<file path="src/rtl/e3to_params.svh">
// Constants of the E3 transmit overhead and error insertion block.
// Assumes inclusion by bare name from every file that needs it.
`ifndef E3TO_PARAMS_SVH
`define E3TO_PARAMS_SVH

// Register indices; byte address is four times the index
`define E3TO_IDX_TX_CONTROL  8'h18
`define E3TO_IDX_TX_ERR      8'h1A
`define E3TO_IDX_RAI_CTL     8'h20
`define E3TO_IDX_STATUS      8'h24

`define E3TO_RST_TX_CONTROL  16'h0000
`define E3TO_RST_TX_ERR      16'h0000
`define E3TO_RST_RAI_CTL     16'h0000
`define E3TO_WMASK_TX_CONTROL 16'h030F
`define E3TO_WMASK_TX_ERR    16'h001F
`define E3TO_WMASK_RAI_CTL   16'h00F0

// Control register fields
`define E3TO_N_SEL_LSB       8
`define E3TO_A_SEL_LSB       2
`define E3TO_FGD_BIT         1
`define E3TO_AIS_BIT         0
// Error insertion register fields
`define E3TO_ERR_TYPE_LSB    3
`define E3TO_ERR_EN_BIT      2
`define E3TO_SW_TRIG_BIT     1
`define E3TO_MANUAL_BIT      0
// Alarm steering fields
`define E3TO_RAI_LOF_EN_BIT  7
`define E3TO_RAI_LOS_DIS_BIT 6
`define E3TO_RAI_OOF_DIS_BIT 5
`define E3TO_RAI_AIS_DIS_BIT 4

// Frame layout
`define E3TO_FAS_WORD        10'h3D0
`define E3TO_FAS_LEN         11'h00A
`define E3TO_A_POS           11'h00A
`define E3TO_N_POS           11'h00B
`define E3TO_POS_IDLE        11'h7FF
`define E3TO_ERR_FRAMES_ONE  3'h1
`define E3TO_ERR_FRAMES_FOUR 3'h4
`define E3TO_FIFO_DEPTH      8

`endif

</file>
<file path="src/rtl/e3to_pkg.sv">
// Types shared by the E3 transmit overhead block and its FIFO.
// Assumes nothing beyond a SystemVerilog compiler.
package e3to_pkg;
  typedef logic [1:0] e3to_sel_t;

  typedef struct packed {
    logic sof;
    logic ohi_valid;
    logic ohi_bit;
    logic data;
  } e3to_word_s;
endpackage

</file>
<file path="src/rtl/e3to_stream_if.sv">
// Push and pop sides of the transmit bit FIFO.
// Assumes one clock shared by both sides.
`timescale 1ns/100ps
`default_nettype none
interface e3to_stream_if #(parameter int W = 4);
  logic [W-1:0] push_data;
  logic         push_valid;
  logic         push_ready;
  logic [W-1:0] pop_data;
  logic         pop_valid;
  logic         pop_ready;

  modport fifo (input push_data, input push_valid, output push_ready,
                output pop_data, output pop_valid, input pop_ready);
  modport user (output push_data, output push_valid, input push_ready,
                input pop_data, input pop_valid, output pop_ready);
endinterface
`default_nettype wire

</file>
<file path="src/rtl/e3to_tx_overhead.sv">
// E3 transmit overhead generation, AIS forcing and framing error insertion.
// Assumes an Avalon-MM master on mclk and a line side that pulls one bit
// per line_tick; upstream marks frame start with in_sof.
//
// Functional notes
// - N bit: one, link, alarm code, zero
// - A bit: auto, alarm code, zero, one
// - Shared alarm code stream, one bit/frame
// - Generation enabled replaces overhead positions
// - Generation disabled passes overhead unchanged
// - Overhead insertion still overwrites overhead
// - AIS control forces all-ones output
// - Error type: bit/word, one/four frames
// - Error bursts start only while enabled; a started burst runs to its end
// - Software bit rising edge injects one
// - Many toggles yield one error
// - Manual mode uses external trigger input
// - Auto A bit from maskable receive alarms
//
// Added by the designer: the Avalon-MM interface to the registers.
`timescale 1ns/100ps
`default_nettype none
`include "e3to_params.svh"
module e3to_tx_overhead (
  input  wire logic        mclk,
  input  wire logic        rst,
  input  wire logic [9:0]  avs_address,
  input  wire logic        avs_read,
  input  wire logic        avs_write,
  input  wire logic [31:0] avs_writedata,
  input  wire logic [3:0]  avs_byteenable,
  output logic      [31:0] avs_readdata,
  output logic             avs_waitrequest,
  input  wire logic        in_data,
  input  wire logic        in_sof,
  input  wire logic        in_ohi_valid,
  input  wire logic        in_ohi_bit,
  input  wire logic        in_valid,
  output wire logic        in_ready,
  input  wire logic        line_tick,
  output logic             line_bit,
  output logic             line_valid,
  input  wire logic        hdlc_bit,
  output logic             hdlc_next,
  input  wire logic        feac_bit,
  output logic             feac_next,
  input  wire logic        ext_err_trigger_in,
  input  wire logic        rx_los,
  input  wire logic        rx_oof,
  input  wire logic        rx_ais,
  input  wire logic        rx_lof
);
  localparam int WW = $bits(e3to_pkg::e3to_word_s);
  localparam logic [9:0] FAS = `E3TO_FAS_WORD;

  logic [15:0]          tx_control;
  logic [15:0]          tx_err;
  logic [15:0]          rai_ctl;
  logic [4:0]           sync_q;
  logic                 ext_s, los_s, oof_s, ais_s, lof_s;
  e3to_pkg::e3to_sel_t  n_bit_source_sel, a_bit_source_sel, frame_err_type_sel;
  logic                 frame_gen_disable, force_all_ones_out;
  logic                 frame_err_inject_en, sw_single_err_trigger, manual_err_source_sel;
  logic                 rai_on_frame_loss_en, rai_on_sig_loss_dis, rai_on_oof_dis;
  logic                 rai_on_ais_dis;
  logic                 rai_now, trig_src, trig_prev, trig_edge, err_pending;
  logic [2:0]           frames_left, eff_left, load_left;
  logic                 word_mode, eff_word;
  logic [10:0]          pos, cur_pos;
  e3to_pkg::e3to_word_s head;
  logic                 pop, opp, oh_pos, gen_bit, mid_bit, inj, next_line_bit;
  logic [7:0]           idx;
  logic [15:0]          rd_mux;

  e3to_stream_if #(.W(WW)) bus_if ();

  e3to_fifo #(.WIDTH(WW), .DEPTH(`E3TO_FIFO_DEPTH)) u_fifo (
    .mclk (mclk),
    .rst  (rst),
    .s    (bus_if.fifo)
  );

  assign bus_if.push_data  = {in_sof, in_ohi_valid, in_ohi_bit, in_data};
  assign bus_if.push_valid = in_valid;
  assign bus_if.pop_ready  = line_tick;
  assign in_ready          = bus_if.push_ready;
  assign head              = bus_if.pop_data;

  e3to_sync #(.W(5)) u_sync (
    .mclk (mclk),
    .rst  (rst),
    .din  ({rx_lof, rx_ais, rx_oof, rx_los, ext_err_trigger_in}),
    .dout (sync_q)
  );
  assign {lof_s, ais_s, oof_s, los_s, ext_s} = sync_q;

  assign n_bit_source_sel      = tx_control[`E3TO_N_SEL_LSB +: 2];
  assign a_bit_source_sel      = tx_control[`E3TO_A_SEL_LSB +: 2];
  assign frame_gen_disable     = tx_control[`E3TO_FGD_BIT];
  assign force_all_ones_out    = tx_control[`E3TO_AIS_BIT];
  assign frame_err_type_sel    = tx_err[`E3TO_ERR_TYPE_LSB +: 2];
  assign frame_err_inject_en   = tx_err[`E3TO_ERR_EN_BIT];
  assign sw_single_err_trigger = tx_err[`E3TO_SW_TRIG_BIT];
  assign manual_err_source_sel = tx_err[`E3TO_MANUAL_BIT];
  assign rai_on_frame_loss_en  = rai_ctl[`E3TO_RAI_LOF_EN_BIT];
  assign rai_on_sig_loss_dis   = rai_ctl[`E3TO_RAI_LOS_DIS_BIT];
  assign rai_on_oof_dis        = rai_ctl[`E3TO_RAI_OOF_DIS_BIT];
  assign rai_on_ais_dis        = rai_ctl[`E3TO_RAI_AIS_DIS_BIT];

  // Register bus: one wait cycle, then the access completes
  assign idx = avs_address[9:2];

  function automatic logic [15:0] merge(input logic [15:0] old, input logic [31:0] wd,
                                        input logic [3:0] be, input logic [15:0] mask);
    logic [15:0] lanes;
    lanes = {{8{be[1]}}, {8{be[0]}}} & mask;
    merge = (old & ~lanes) | (wd[15:0] & lanes);
  endfunction

  always_comb begin
    rd_mux = 16'h0000;
    if (idx == `E3TO_IDX_TX_CONTROL) begin
      rd_mux = tx_control;
    end else if (idx == `E3TO_IDX_TX_ERR) begin
      rd_mux = tx_err;
    end else if (idx == `E3TO_IDX_RAI_CTL) begin
      rd_mux = rai_ctl;
    end else if (idx == `E3TO_IDX_STATUS) begin
      rd_mux = {6'h00, trig_src, lof_s, ais_s, oof_s, los_s, rai_now, frames_left,
                err_pending};
    end
  end

  always_ff @(posedge mclk) begin
    if (rst) begin
      avs_waitrequest <= 1'b1;
      avs_readdata    <= 32'h00000000;
    end else begin
      avs_waitrequest <= !((avs_read || avs_write) && avs_waitrequest);
      if (avs_read && avs_waitrequest) avs_readdata <= {16'h0000, rd_mux};
    end
  end

  always_ff @(posedge mclk) begin
    if (rst) begin
      tx_control <= `E3TO_RST_TX_CONTROL;
      tx_err     <= `E3TO_RST_TX_ERR;
      rai_ctl    <= `E3TO_RST_RAI_CTL;
    end else if (avs_write && !avs_waitrequest) begin
      if (idx == `E3TO_IDX_TX_CONTROL) begin
        tx_control <= merge(tx_control, avs_writedata, avs_byteenable,
                            `E3TO_WMASK_TX_CONTROL);
      end else if (idx == `E3TO_IDX_TX_ERR) begin
        tx_err <= merge(tx_err, avs_writedata, avs_byteenable, `E3TO_WMASK_TX_ERR);
      end else if (idx == `E3TO_IDX_RAI_CTL) begin
        rai_ctl <= merge(rai_ctl, avs_writedata, avs_byteenable, `E3TO_WMASK_RAI_CTL);
      end
    end
  end

  // Trigger source: mode switch while a source is high can look like an edge
  assign trig_src  = manual_err_source_sel ? ext_s : sw_single_err_trigger;
  assign trig_edge = trig_src && !trig_prev;

  assign rai_now = (los_s && !rai_on_sig_loss_dis) || (oof_s && !rai_on_oof_dis) ||
                   (ais_s && !rai_on_ais_dis) || (lof_s && rai_on_frame_loss_en);

  // Frame position of the bit at the FIFO head
  assign pop     = bus_if.pop_valid && line_tick;
  assign cur_pos = head.sof ? 11'h000 : ((pos == `E3TO_POS_IDLE) ? pos : pos + 11'h001);
  assign oh_pos  = (cur_pos <= `E3TO_N_POS);

  // Opportunity is the first bit of a frame
  assign opp       = pop && head.sof && err_pending && frame_err_inject_en;
  assign load_left = frame_err_type_sel[1] ? `E3TO_ERR_FRAMES_FOUR
                                           : `E3TO_ERR_FRAMES_ONE;
  assign eff_left  = opp ? load_left : frames_left;
  assign eff_word  = opp ? frame_err_type_sel[0] : word_mode;

  always_comb begin
    gen_bit = 1'b0;
    if (cur_pos < `E3TO_FAS_LEN) begin
      gen_bit = FAS[4'(10'(`E3TO_FAS_LEN) - 10'(cur_pos) - 10'h001)];
    end else if (cur_pos == `E3TO_A_POS) begin
      case (a_bit_source_sel)
        2'h0:    gen_bit = rai_now;
        2'h1:    gen_bit = feac_bit;
        2'h2:    gen_bit = 1'b0;
        default: gen_bit = 1'b1;
      endcase
    end else begin
      case (n_bit_source_sel)
        2'h0:    gen_bit = 1'b1;
        2'h1:    gen_bit = hdlc_bit;
        2'h2:    gen_bit = feac_bit;
        default: gen_bit = 1'b0;
      endcase
    end
  end

  always_comb begin
    mid_bit = (oh_pos && !frame_gen_disable) ? gen_bit : head.data;
    if (oh_pos && head.ohi_valid) mid_bit = head.ohi_bit;
    inj = (cur_pos < `E3TO_FAS_LEN) && (eff_left != 3'h0) &&
          (eff_word || cur_pos == 11'h000);
    next_line_bit = force_all_ones_out ? 1'b1 : (mid_bit ^ inj);
  end

  always_ff @(posedge mclk) begin
    if (rst) begin
      line_bit   <= 1'b1;
      line_valid <= 1'b0;
      pos        <= `E3TO_POS_IDLE;
    end else begin
      line_valid <= pop;
      if (pop) begin
        line_bit <= next_line_bit;
        pos      <= cur_pos;
      end
    end
  end

  // Set wins over the clear taken at the opportunity
  always_ff @(posedge mclk) begin
    if (rst) begin
      trig_prev   <= 1'b0;
      err_pending <= 1'b0;
    end else begin
      trig_prev <= trig_src;
      if (trig_edge && frame_err_inject_en) begin
        err_pending <= 1'b1;
      end else if (opp) begin
        err_pending <= 1'b0;
      end
    end
  end

  always_ff @(posedge mclk) begin
    if (rst) begin
      frames_left <= 3'h0;
      word_mode   <= 1'b0;
    end else if (pop) begin
      word_mode <= eff_word;
      if (cur_pos == `E3TO_FAS_LEN - 11'h001 && eff_left != 3'h0) begin
        frames_left <= eff_left - 3'h1;
      end else begin
        frames_left <= eff_left;
      end
    end
  end

  // One alarm code bit per frame even when both overhead bits use it
  always_ff @(posedge mclk) begin
    if (rst) begin
      feac_next <= 1'b0;
      hdlc_next <= 1'b0;
    end else begin
      feac_next <= pop && cur_pos == `E3TO_N_POS &&
                   (n_bit_source_sel == 2'h2 || a_bit_source_sel == 2'h1);
      hdlc_next <= pop && cur_pos == `E3TO_N_POS && n_bit_source_sel == 2'h1;
    end
  end
endmodule // e3to_tx_overhead
`default_nettype wire

</file>
<file path="src/rtl/e3to_fifo.sv">
// Show-ahead FIFO in the transmit bit path.
// Assumes DEPTH is a power of two and a synchronous active-high reset.
`timescale 1ns/100ps
`default_nettype none
module e3to_fifo #(
  parameter int WIDTH = 4,
  parameter int DEPTH = 8
) (
  input wire logic     mclk,
  input wire logic     rst,
  e3to_stream_if.fifo  s
);
  localparam int AW = $clog2(DEPTH);
  localparam logic [AW:0] FULL = (AW+1)'(DEPTH);

  logic [WIDTH-1:0] mem [DEPTH];
  logic [AW-1:0]    wr_ptr;
  logic [AW-1:0]    rd_ptr;
  logic [AW:0]      count;
  logic [AW:0]      next_count;
  logic             push;
  logic             pop;

  assign push        = s.push_valid && s.push_ready;
  assign pop         = s.pop_valid && s.pop_ready;
  assign s.pop_valid = (count != '0);
  assign s.pop_data  = mem[rd_ptr];

  always_comb begin
    next_count = count;
    if (push && !pop) begin
      next_count = count + 1'b1;
    end else if (pop && !push) begin
      next_count = count - 1'b1;
    end
  end

  // Ready is registered so the source sees a clean level
  always_ff @(posedge mclk) begin
    if (rst) begin
      count        <= '0;
      s.push_ready <= 1'b1;
    end else begin
      count        <= next_count;
      s.push_ready <= (next_count != FULL);
    end
  end

  always_ff @(posedge mclk) begin
    if (rst) begin
      wr_ptr <= '0;
      rd_ptr <= '0;
    end else begin
      if (push) wr_ptr <= wr_ptr + 1'b1;
      if (pop) rd_ptr <= rd_ptr + 1'b1;
    end
  end

  always_ff @(posedge mclk) begin
    if (push) mem[wr_ptr] <= s.push_data;
  end
endmodule // e3to_fifo
`default_nettype wire

</file>
<file path="src/rtl/e3to_sync.sv">
// Three-stage synchroniser for levels arriving from outside mclk.
// Output moves only when the second and third stages agree.
`timescale 1ns/100ps
`default_nettype none
module e3to_sync #(
  parameter int W = 5
) (
  input  wire logic         mclk,
  input  wire logic         rst,
  input  wire logic [W-1:0] din,
  output wire logic [W-1:0] dout
);
  genvar i;
  generate
    for (i = 0; i < W; i++) begin : g_bit
      logic s1;
      logic s2;
      logic s3;
      logic q;
      always_ff @(posedge mclk) begin
        if (rst) begin
          s1 <= 1'b0;
          s2 <= 1'b0;
          s3 <= 1'b0;
          q  <= 1'b0;
        end else begin
          s1 <= din[i];
          s2 <= s1;
          s3 <= s2;
          if (s2 == s3) q <= s3;
        end
      end
      assign dout[i] = q;
    end
  endgenerate
endmodule // e3to_sync
`default_nettype wire

</file>
<file path="config.mk">
export PLATFORM = sky130hd
export DESIGN_NAME = e3to_tx_overhead
export DESIGN_NICKNAME = d
export VERILOG_FILES = /design/src/rtl/e3to_pkg.sv /design/src/rtl/e3to_stream_if.sv /design/src/rtl/e3to_tx_overhead.sv /design/src/rtl/e3to_fifo.sv /design/src/rtl/e3to_sync.sv
export VERILOG_INCLUDE_DIRS = /design/src /design/src/rtl
export SDC_FILE = /design/constraint.sdc
export NUM_CORES = 1
export LEC_CHECK = 0
export BUFFER_PORTS_ARGS = -buffer_cell sky130_fd_sc_hd__buf_2
export CAP_MARGIN = 15
export CORE_ASPECT_RATIO = 0.7
export CORE_MARGIN = 8
export CORE_UTILIZATION = 54
export DETAILED_ROUTE_END_ITERATION = 16
export PLACE_DENSITY_LB_ADDON = 0.3
export SLEW_MARGIN = 20
export SYNTH_ARGS = -nofsm -noshare
export SYNTH_HDL_FRONTEND = slang
export SYNTH_HIERARCHICAL = 1
export SYNTH_SLANG_ARGS = --single-unit
</file>
<file path="constraint.sdc">
create_clock -name mclk -period 7 [get_ports mclk]
set_input_delay 0.7 -clock mclk [delete_from_list [all_inputs] [get_ports mclk]]
set_output_delay 0.7 -clock mclk [all_outputs]
set_load 0.005 [all_outputs]
</file>
==> results of run 1 <==
==> area by class of cell <==
type / instances / area, um^2 / share of cell area
repair buffers: 55 / 283 / 0.0457
inverters: 13 / 48.8 / 0.00789
clock inverters: 10 / 95.1 / 0.0154
flip-flops and latches: 113 / 2580 / 0.418
well taps: 128 / 160 / 0.0259
clock buffers: 22 / 507 / 0.0819
multi-input cells: 378 / 2510 / 0.406
==> cells in the final DEF (no fill, tap or decap), drive strengths merged, types with 6 or more instances in the layout <==
master / synthesis / final
dfxtp: 81 / 81
buf: 36 / 55
nand2: 54 / 54
nor2: 47 / 47
a21oi: 39 / 39
edfxtp: 32 / 32
conb: 1 / 22
nand3: 22 / 22
clkbuf: 16 / 22
nor2b: 19 / 19
mux2i: 16 / 16
o21ai: 15 / 15
inv: 12 / 15
nor3: 11 / 11
ha: 9 / 9
a31oi: 8 / 8
mux4: 8 / 8
a311oi: 7 / 7
nand2b: 7 / 7
mux2: 7 / 7
nand4: 6 / 6
a22oi: 6 / 6
==> cell usage after synthesis, types with 4 or more instances <==
| cell type | instances | share of area |
|---|---|---|
| dfxtp_1 | 81 | 0.30 |
| nand2_1 | 53 | 0.037 |
| nor2_1 | 45 | 0.031 |
| a21oi_1 | 34 | 0.032 |
| edfxtp_1 | 32 | 0.18 |
| buf_4 | 27 | 0.038 |
| nand3_1 | 20 | 0.019 |
| clkbuf_1 | 16 | 0.011 |
| mux2i_1 | 16 | 0.030 |
| nor2b_2 | 13 | 0.021 |
| o21ai_0 | 13 | 0.012 |
| inv_1 | 11 | 0.0076 |
| nor3_1 | 10 | 0.0093 |
| ha_1 | 9 | 0.021 |
| a31oi_1 | 8 | 0.0093 |
| mux4_2 | 8 | 0.033 |
| a311oi_1 | 7 | 0.011 |
| mux2_2 | 7 | 0.015 |
| nand2b_1 | 7 | 0.0081 |
| a22oi_1 | 6 | 0.0083 |
| nand4_1 | 6 | 0.0070 |
| a21oi_2 | 5 | 0.0081 |
| buf_6 | 5 | 0.010 |
| nor3b_1 | 5 | 0.0070 |
| o211ai_1 | 5 | 0.0070 |
| xor2_1 | 5 | 0.0081 |
| a211oi_1 | 4 | 0.0056 |
| and2_1 | 4 | 0.0046 |
| buf_2 | 4 | 0.0037 |
| nand3b_1 | 4 | 0.0056 |
| nor2b_1 | 4 | 0.0046 |
| xnor2_1 | 4 | 0.0065 |
==> through the flow <==
stage,cell area [um^2],power [mW],hold slack (ns)
2_1_floorplan,5480,1.32,0.415
3_3_place_gp,5580,1.41,0.416
3_5_place_dp,5580,1.43,0.424
4_1_cts,6180,2.29,0.441
5_1_grt,6180,2.41,0.448
6_report,6180,2.29,0.434
==> critical path, stage by stage, from the launching register on <==
cell and delay [ns]:
dfxtp_1 0.66, mux4_2 0.57, mux2_2 0.42, and3_1 0.26, nand3_1 0.24, a21oi_1 0.16
ha_1 0.21, ha_1 0.22, nor3_1 0.20, nand4b_1 0.20, o31ai_1 0.34, nor3_2 0.06
==> layer usage <==
metal	share of wire	global-route usage	routed length, um	vias up
met4	0.0094	0.0629	110	0
met5	0	0	0	-
met2	0.47	0.279	5500	113
met3	0.055	0.0498	645	11
li1	-	-	-	1981
met1	0.47	0.232	5500	1883
==> power groups by stage <==
stage,clock (mW),sequential [mW],combinational [mW]
5_1_grt,0.902,0.816,0.693
3_3_place_gp,0,0.811,0.601
6_report,0.857,0.804,0.632
3_5_place_dp,0,0.815,0.616
2_1_floorplan,0,0.775,0.544
4_1_cts,0.867,0.802,0.625
==> cells by family after synthesis <==
group | count (synthesis)
simple gates | 202
xor+xnor | 9
mux | 31
fa+ha+maj | 9
flops | 113
compound gates | 105
buf+inv | 65
other cells | 1
==> how the worst max path moves through the flow <==
stage          cells after the start     start             end
2_1_floorplan                     13  register  frames_left[2]
3_3_place_gp                      11  register        line_bit
5_1_grt                           11  register        line_bit
6_report                          11  register        line_bit
4_1_cts                           12  register  frames_left[2]
3_5_place_dp                      12  register  frames_left[2]
==> summary.log, run 1 <==
[worst_setup_path] startpoint types register
[cells_and_area] number of diodes 0
[floorplanning] die outline height 99.7 um
[cells_and_area] post-layout utilization of the core 0.636
[synthesis] main combinational cell family by area after synthesis simple AND/OR/NAND/NOR gates
[routing] Via Count 3988
[routing] post-DR wirelength/cell 16.3 um
[synthesis] mean instance size in the synthesized netlist 10.1 um^2
[floorplanning] number of ports placed on the die boundary 101
[worst_hold_path] terminating pin of the worst hold path u_sync/g_bit[3].s2
[floorplanning] number of rows in the core area 30
[cells_and_area] non-filler cells in the finished layout 719
[worst_setup_path] data arrival time of the worst path 3.96 ns
[placement] Routability Congestion 0.885
[power] VDD IR max 0.000225 V
[routing] DRC marker count from the first detailed-route iteration 289
[worst_hold_path] count of cells along the worst hold path 1
[timing] measured slew at the worst slew-check pin 0.939 ns
[synthesis] share of flip-flops with an asynchronous set or reset 0
[power] clock power share 0.374
[placement] detailed placer's ending HPWL 8.13 mm
[clock_network] TritonCTS clock tree built
[timing] final setup violation count 0
[worst_setup_path] Critical Path Sink Type register
[worst_setup_path] Worst Setup Path Type reg -> reg
[global_route] antenna violations before repair 0
[synthesis] count of state elements after synthesis 113
[synthesis] share of synthesized area occupied by flip-flops and latches 0.478
[global_route] via count of the first global-routing pass 3933
[global_route] largest net degree at the start of global routing 70
[global_route] total global-route track usage 0.179
[synthesis] distinct cell type count of the synthesized netlist 74
[cells_and_area] total of fill cells in the finished design 779
[timing] aggregate negative setup slack 0 ns
[synthesis] share of synthesized cell area in full adder, half adder and majority cells 0.0209
[worst_hold_path] classification of the worst-slack hold path reg -> reg
[timing] fmax 272 MHz
[flow_run] count of max-cap constraint violations 0
[placement] dpl ws 3.33 ns
[global_route] total gr overflow 0
[worst_setup_path] FF-to-FF End line_bit
[timing] final worst path period share 0.525
[worst_hold_path] startpoint of the most critical hold path u_sync/g_bit[3].s1
[floorplanning] core area 9720 um^2
[clock_network] Root Driver clkbuf_16
[worst_setup_path] data required time of the worst path 7.29 ns
[synthesis] number of synthesized flops with an enable pin 32
[clock_network] worst-skew pair later-pin latency 0.41 ns
[synthesis] dominant synthesized flop cell dfxtp_1
[routing] total routed wirelength 11.8 mm
[floorplanning] die extent in x 136 um
[timing] Max-slew headroom 0.369
[power] Static Leak 2.41 nW
[run_status] result of the run finished clean
[worst_setup_path] highest net fanout along the worst path 16
[clock_network] total CTS buffers 17
[synthesis] Post-Syn Instances 535
[floorplanning] Total Die Area 13500 um^2
[clock_network] number of levels in the clock H-tree 4
[clock_network] hold buffer count at cts 0
[synthesis] Simple-Gate Fraction of Synth Area 0.206
[clock_network] number of clock sinks 113
[cells_and_area] Final Net Count 650
[power] cell-internal power 1.54 mW
[routing] Final ANT Viol Nets 0
[routing] DRC violation count after routing 0
[global_route] wire length of the first global-routing pass 19.2 mm
[timing] Hold Fails Final Rpt 0
[synthesis] yosys warns 6
[cells_and_area] fraction of layout cells with a size suffix above 1 0.228
[timing] Max Slew Vio Count 0
[clock_network] post-cts repair resize count 0
[clock_network] buffer depth of the longest clock path 2
[routing] Detailed Routing Iterations Pass 1 5
[floorplanning] Initial Utilization 0.555
[power] part of the total power dissipated in sequential elements 0.351
[power] areal power density over the cells 371 nW/um^2
[synthesis] cell area after synthesis 5400 um^2
[power] switching share of power 0.328
[clock_network] Worst-path clk slew 0.05 ns
[synthesis] xor/xnor share of the synthesized area 0.0146
[placement] number of cells after detailed placement 687
[power] portion of total power attributed to combinational logic 0.276
[cells_and_area] area growth from synthesis to final layout 14.5%
[synthesis] mux contribution to synthesized area 0.0776
[power] switching power of the nets 0.751 mW
[timing] final period demand of the worst path 3.68 ns
[clock_network] Setup Buffers After CTS 0
[timing] clock skew after layout 0.00697 ns
[timing] PnR worst setup slack 3.32 ns
[worst_setup_path] Register-to-Register Path Depth 11
[placement] # port buffers 52
[synthesis] compound-gate portion of the synthesized area 0.131
[worst_setup_path] flop-to-flop setup slack 3.32 ns
[timing] unrepaired setup endpoints after global routing no
[routing] drt via density 5.55
Note: power is estimated with default switching activity, not from simulation.
==> inputs of run 2 (changes only) <==
- clock period: 7 -> 3.83 ns (I/O delays scaled with it)
==> run 2 against run 1 <==
  * Die area did not move
  * Fmax up 11%
  * First-iteration DRC count fell by 15%
  * Sequential share of layout area shrank 0.13 points
  * Critical path depth did not move
  * Largest cell class unchanged
==> summary.log, run 2 (synthesis results as in run 1) <==
[run_status] result of the run finished clean [unchanged]
[power] switching share of power 0.328 [about the same]
[timing] clock skew after layout 0.00596 ns [was 0.00697 ns]
[timing] fmax 302 MHz [was 272 MHz]
[placement] number of cells after detailed placement 693 [was 687]
[timing] final setup violation count 0 [unchanged]
[global_route] total gr overflow 0 [unchanged]
[clock_network] total CTS buffers 17 [unchanged]
[timing] final period demand of the worst path 3.31 ns [was 3.68 ns]
[placement] detailed placer's ending HPWL 8.92 mm [was 8.13 mm]
[floorplanning] die extent in x 136 um [unchanged]
[power] VDD IR max 0.000416 V [was 0.000225 V]
[worst_setup_path] Critical Path Sink Type register [unchanged]
[timing] Max-slew headroom 0.297 [was 0.369]
[timing] Max Slew Vio Count 0 [unchanged]
[routing] Detailed Routing Iterations Pass 1 4 [was 5]
[floorplanning] number of ports placed on the die boundary 101 [unchanged]
[worst_setup_path] Worst Setup Path Type reg -> reg [unchanged]
[power] switching power of the nets 1.38 mW [was 0.751 mW]
[clock_network] number of levels in the clock H-tree 4 [unchanged]
[worst_setup_path] startpoint types register [unchanged]
[cells_and_area] non-filler cells in the finished layout 725 [was 719]
[worst_setup_path] highest net fanout along the worst path 7 [was 16]
[clock_network] worst-skew pair later-pin latency 0.41 ns [about the same]
[floorplanning] Total Die Area 13500 um^2 [unchanged]
[placement] # port buffers 52 [unchanged]
[power] portion of total power attributed to combinational logic 0.294 [was 0.276]
[clock_network] post-cts repair resize count 0 [unchanged]
[routing] Final ANT Viol Nets 0 [unchanged]
[timing] aggregate negative setup slack 0 ns [unchanged]
[power] cell-internal power 2.83 mW [was 1.54 mW]
[floorplanning] Initial Utilization 0.555 [unchanged]
[global_route] antenna violations before repair 0 [unchanged]
[clock_network] Worst-path clk slew 0.05 ns [about the same]
[power] areal power density over the cells 678 nW/um^2 [was 371 nW/um^2]
[routing] DRC marker count from the first detailed-route iteration 247 [was 289]
[global_route] via count of the first global-routing pass 4128 [was 3933]
[global_route] largest net degree at the start of global routing 25 [was 70]
[floorplanning] number of rows in the core area 30 [unchanged]
[worst_hold_path] classification of the worst-slack hold path in -> reg [was reg -> reg]
[clock_network] Root Driver clkbuf_16 [unchanged]
[cells_and_area] area growth from synthesis to final layout 14.9% [was 14.5%]
[timing] unrepaired setup endpoints after global routing no [unchanged]
[placement] Routability Congestion 0.872 [was 0.885]
[clock_network] number of clock sinks 113 [unchanged]
[flow_run] count of max-cap constraint violations 0 [unchanged]
[clock_network] TritonCTS clock tree built [unchanged]
[worst_setup_path] data arrival time of the worst path 3.60 ns [was 3.96 ns]
[power] Static Leak 2.42 nW [was 2.41 nW]
[cells_and_area] most frequent cells in the layout dfxtp_1, nand2_1, buf_2, nor2_1, a21oi_1 [unchanged]
[cells_and_area] number of diodes 0 [unchanged]
[power] part of the total power dissipated in sequential elements 0.345 [was 0.351]
[floorplanning] core area 9720 um^2 [unchanged]
[clock_network] buffer depth of the longest clock path 2 [unchanged]
[timing] Hold Fails Final Rpt 0 [unchanged]
[routing] total routed wirelength 12.5 mm [was 11.8 mm]
[clock_network] hold buffer count at cts 0 [unchanged]
[timing] worst hold slack 0.186 ns [was 0.434 ns]
[worst_setup_path] data required time of the worst path 4.12 ns [was 7.29 ns]
[global_route] wire length of the first global-routing pass 20.2 mm [was 19.2 mm]
[cells_and_area] post-layout utilization of the core 0.638 [was 0.636]
[global_route] total global-route track usage 0.189 [was 0.179]
[power] clock power share 0.361 [was 0.374]
[routing] DRC violation count after routing 0 [unchanged]
[cells_and_area] post-route cell area 6200 um^2 [was 6180 um^2]
[routing] Via Count 4117 [was 3988]
[floorplanning] die outline height 99.7 um [unchanged]
[routing] post-DR wirelength/cell 17.2 um [was 16.3 um]
[cells_and_area] Final Net Count 656 [was 650]
[routing] drt via density 5.68 [was 5.55]
[timing] final worst path period share 0.865 [was 0.525]
[clock_network] Setup Buffers After CTS 0 [unchanged]
[placement] Post-DP Area 5630 um^2 [was 5580 um^2]
[cells_and_area] most frequent standard cell in the layout excluding fill and tap cells dfxtp_1 [unchanged]
[timing] measured slew at the worst slew-check pin 1.05 ns [was 0.939 ns]
[cells_and_area] fraction of layout cells with a size suffix above 1 0.233 [was 0.228]
## run 2: changes by cell type in the layout (fill, tap and decap cells not counted), sizes merged
cell	previous run	this run
buf	55	61
bufinv	1	2
clkinv	4	6
inv	15	12
## run 2: worst max-delay path: stages, from the launching register on
cell and delay, ns:
dfxtp_1 0.45, mux4_2 0.53, mux2_2 0.31, and3_1 0.22, nand3_1 0.24, a21oi_1 0.16, ha_1 0.21, ha_1 0.22
nor3_1 0.23, nand4b_1 0.22, nor3b_1 0.32, nor3_2 0.09
## run 2: worst paths after layout
| path | start | end | slack [ns] | cells past startpoint |
|---|---|---|---|---|
| worst max-delay path | register | line_bit | 0.52 | 11 |
| worst min-delay path | rx_lof | u_sync/g_bit[4].s1 | 0.19 | 2 |
| worst max register to register | register | line_bit | 0.52 | 11 |
| worst min register to register | u_sync/g_bit[4].s1 | u_sync/g_bit[4].s2 | 0.44 | 1 |
## run 2: per-stage QoR
step	power (mW)	setup WS [ns]
floorplan	2.41	0.538
global route	4.41	0.307
global placement	2.63	0.653
finish	4.21	0.516
detailed placement	2.67	0.595
CTS	4.20	0.555
## run 2: final cells by class
class / count / area (um^2)
inverter: 13 / 48.8
timing repair buffer: 61 / 328
clock inverter: 10 / 111
sequential: 113 / 2580
fill: 773 / 3520
multi-input combinational: 378 / 2510
tap: 128 / 160
clock buffer: 22 / 464
## run 2: power groups by stage
stage	clock, mW	combinational [mW]	sequential, mW
floorplan	0	0.995	1.42
global placement	0	1.17	1.46
detailed placement	0	1.21	1.47
CTS	1.53	1.22	1.45
global route	1.59	1.36	1.46
finish	1.52	1.24	1.45
## run 2: per-layer routing
layer	part of all wire	routed length [um]	vias to the layer above	GRT usage
met1	0.45	5580	1965	0.243
met2	0.47	5860	134	0.294
met3	0.063	780	25	0.0468
li1	-	-	1993	-
met4	0.019	238	0	0.0859
met5	0	0	-	0
==> inputs of run 3 (changes only) <==
- CORE_UTILIZATION: 54 -> 50
- clock period: 3.83 -> 3 ns (I/O delays scaled with it)
==> run 3 against run 2 <==
  * Sequential power increased by 25%
  * Sequential share of layout area decreased by 2.0 points
  * Design area increased by 5.3%
  * Wire length increased by 4.6%
  * Via count increased by 5.2%
  * First-iteration DRC count increased by 42%
==> summary.log, run 3 (synthesis results as in run 1) <==
[worst_setup_path] highest net fanout along the worst path 6 [was 7]
[timing] Max-slew headroom 0.466 [was 0.297]
[floorplanning] die outline height 103 um [was 99.7 um]
[power] PnR Total Power 5.83 mW [was 4.21 mW]
[worst_setup_path] Worst Setup Path Type reg -> reg [unchanged]
[timing] final period demand of the worst path 2.95 ns [was 3.31 ns]
[global_route] antenna violations before repair 0 [unchanged]
[global_route] via count of the first global-routing pass 4216 [was 4128]
[cells_and_area] fraction of layout cells with a size suffix above 1 0.295 [was 0.233]
[clock_network] number of levels in the clock H-tree 4 [unchanged]
[clock_network] total CTS buffers 17 [unchanged]
[global_route] total global-route track usage 0.180 [was 0.189]
[clock_network] buffer depth of the longest clock path 2 [unchanged]
[routing] DRC marker count from the first detailed-route iteration 350 [was 247]
[clock_network] TritonCTS clock tree built [unchanged]
[cells_and_area] number of diodes 0 [unchanged]
[worst_setup_path] data required time of the worst path 3.29 ns [was 4.12 ns]
[cells_and_area] area of the multi-input gates 2610 um^2 [was 2510 um^2]
[cells_and_area] area growth from synthesis to final layout 20.9% [was 14.9%]
[routing] Detailed Routing Iterations Pass 1 5 [was 4]
[cells_and_area] most frequent cells in the layout dfxtp_1, nand2_1, buf_2, nor2_1, a21oi_1 [unchanged]
[timing] fmax 339 MHz [was 302 MHz]
[worst_setup_path] master of the slowest instance on the critical path mux4_2 [unchanged]
[worst_hold_path] classification of the worst-slack hold path in -> reg [unchanged]
[routing] DRC violation count after routing 0 [unchanged]
[routing] post-DR wirelength/cell 17.3 um [was 17.2 um]
[routing] Final ANT Viol Nets 0 [unchanged]
[timing] final setup violation count 0 [unchanged]
[placement] detailed placer's ending HPWL 8.69 mm [was 8.92 mm]
[clock_network] Worst-path clk slew 0.06 ns [was 0.05 ns]
[power] areal power density over the cells 893 nW/um^2 [was 678 nW/um^2]
[global_route] total gr overflow 0 [unchanged]
[clock_network] worst-skew pair later-pin latency 0.41 ns [about the same]
[clock_network] hold buffer count at cts 0 [unchanged]
[worst_setup_path] startpoint types register [unchanged]
[floorplanning] Total Die Area 14400 um^2 [was 13500 um^2]
[routing] drt via density 5.75 [was 5.68]
[clock_network] number of clock sinks 113 [unchanged]
[placement] Routability Congestion 0.854 [was 0.872]
[clock_network] Root Driver clkbuf_16 [unchanged]
[placement] number of cells after detailed placement 714 [was 693]
[worst_setup_path] flop-to-flop setup slack 0.05 ns [was 0.52 ns]
[worst_setup_path] highest cell delay on the worst timing path 0.48 ns [was 0.53 ns]
[routing] total routed wirelength 13.0 mm [was 12.5 mm]
[timing] Max Slew Vio Count 0 [unchanged]
[placement] dpl ws -0.0661 ns [was 0.595 ns]
[power] VDD IR max 0.000620 V [was 0.000416 V]
[floorplanning] number of rows in the core area 31 [was 30]
[timing] worst hold slack 0.0929 ns [was 0.186 ns]
[worst_setup_path] CP top delay family compound AO/OA/AOI/OAI gates [was simple AND/OR/NAND/NOR gates]
[cells_and_area] non-filler cells in the finished layout 753 [was 725]
[floorplanning] Initial Utilization 0.518 [was 0.555]
[worst_setup_path] Buf+Inv Stages, Crit Path 1 [was 0]
[floorplanning] number of ports placed on the die boundary 101 [unchanged]
[timing] clock skew after layout 0.0117 ns [was 0.00596 ns]
[cells_and_area] post-route cell area 6530 um^2 [was 6200 um^2]
[cells_and_area] Final Net Count 680 [was 656]
[timing] measured slew at the worst slew-check pin 0.795 ns [was 1.05 ns]
[cells_and_area] register area 2590 um^2 [was 2580 um^2]
[run_status] result of the run finished clean [unchanged]
[floorplanning] die extent in x 140 um [was 136 um]
[floorplanning] core area 10400 um^2 [was 9720 um^2]
[placement] # port buffers 52 [unchanged]
[global_route] wire length of the first global-routing pass 20.7 mm [was 20.2 mm]
[timing] PnR worst setup slack 0.0528 ns [was 0.516 ns]
[placement] Post-DP Area 5770 um^2 [was 5630 um^2]
[worst_setup_path] data arrival time of the worst path 3.24 ns [was 3.60 ns]
[timing] unrepaired setup endpoints after global routing yes [was no]
[worst_setup_path] Critical Path Sink Type register [unchanged]
[cells_and_area] most frequent standard cell in the layout excluding fill and tap cells dfxtp_1 [unchanged]
[timing] final worst path period share 0.982 [was 0.865]
[timing] Hold Fails Final Rpt 0 [unchanged]
[global_route] largest net degree at the start of global routing 38 [was 25]
[flow_run] count of max-cap constraint violations 0 [unchanged]
[cells_and_area] total of fill cells in the finished design 829 [was 773]
[power] Static Leak 2.58 nW [was 2.42 nW]
[routing] Via Count 4332 [was 4117]
[worst_setup_path] CP cell instances mux4_2, mux2_4, or2_4, buf_6, ha_4, nor2b_4, o311ai_2, a211oi_2, o211ai_1, o31ai_2, nor3_2 [was mux4_2, mux2_2, and3_1, nand3_1, a21oi_1, ha_1, ha_1, nor3_1, nand4b_1, nor3b_1, nor3_2]
run 3: changes by cell type in the layout (fill, tap and decap cells not counted), moves of 3 or more:
cell and change:
buf_4 +23, inv_6 +4, clkbuf_1 -3, clkbuf_16 +3
run 3: layout make-up:
| type | instances | area share |
|---|---|---|
| Multi-Input combinational cell | 378 | 0.399 |
| Sequential cell | 113 | 0.396 |
| Timing Repair Buffer | 85 | 0.0784 |
| Clock buffer | 20 | 0.0766 |
| Tap cell | 132 | 0.0253 |
| Clock inverter | 12 | 0.0172 |
| Inverter | 13 | 0.00747 |
run 3: where the power goes:
| group | total, mW | leakage (nW) | switching (mW) | internal [mW] |
|---|---|---|---|---|
| Clock | 2.04 | 0.304 | 0.747 | 1.30 |
| Combinational | 1.97 | 1.32 | 1.08 | 0.895 |
| Sequential | 1.81 | 0.951 | 0.116 | 1.70 |
| Total | 5.83 | 2.58 | 1.94 | 3.89 |
run 3: stage by stage:
stage,setup TNS [ns],util
floorplan,0,-
global placement,0,0.553
detailed placement,-0.0991,0.553
CTS,0,0.614
global route,-0.140,0.626
finish,0,0.626
run 3: worst reg2reg max path, delay by kind of cell, from the launching register on:
kind / cells / cell delay (ns)
AOI/OAI and AO/OA: 4 / 0.86
adders and majority gates: 1 / 0.24
buffers and inverters: 1 / 0.13
DFF: 1 / 0.36
muxes: 2 / 0.80
and+or+nand+nor: 3 / 0.43
run 3: final timing paths:
path,cells past startpoint,from,endpoint
max reg2reg,11,register,line_bit
max,11,register,line_bit
min reg2reg,1,u_sync/g_bit[2].s1,u_sync/g_bit[2].s2
min,2,rx_lof,u_sync/g_bit[4].s1
run 3: what timing repair did:
item,in CTS,in global routing
endpoints found under the hold margin,0,0
setup endpoints to repair,3,4
pin swaps,2,7
setup buffers,3,4
resized for setup,3,19
run 3: routing by layer:
layer | vias up | wire length, um | GRT usage
li1 | 2052 | - | -
met1 | 2104 | 5620 | 0.219
met2 | 153 | 6380 | 0.297
met3 | 23 | 811 | 0.0523
met4 | 0 | 218 | 0.0797
met5 | - | 0 | 0
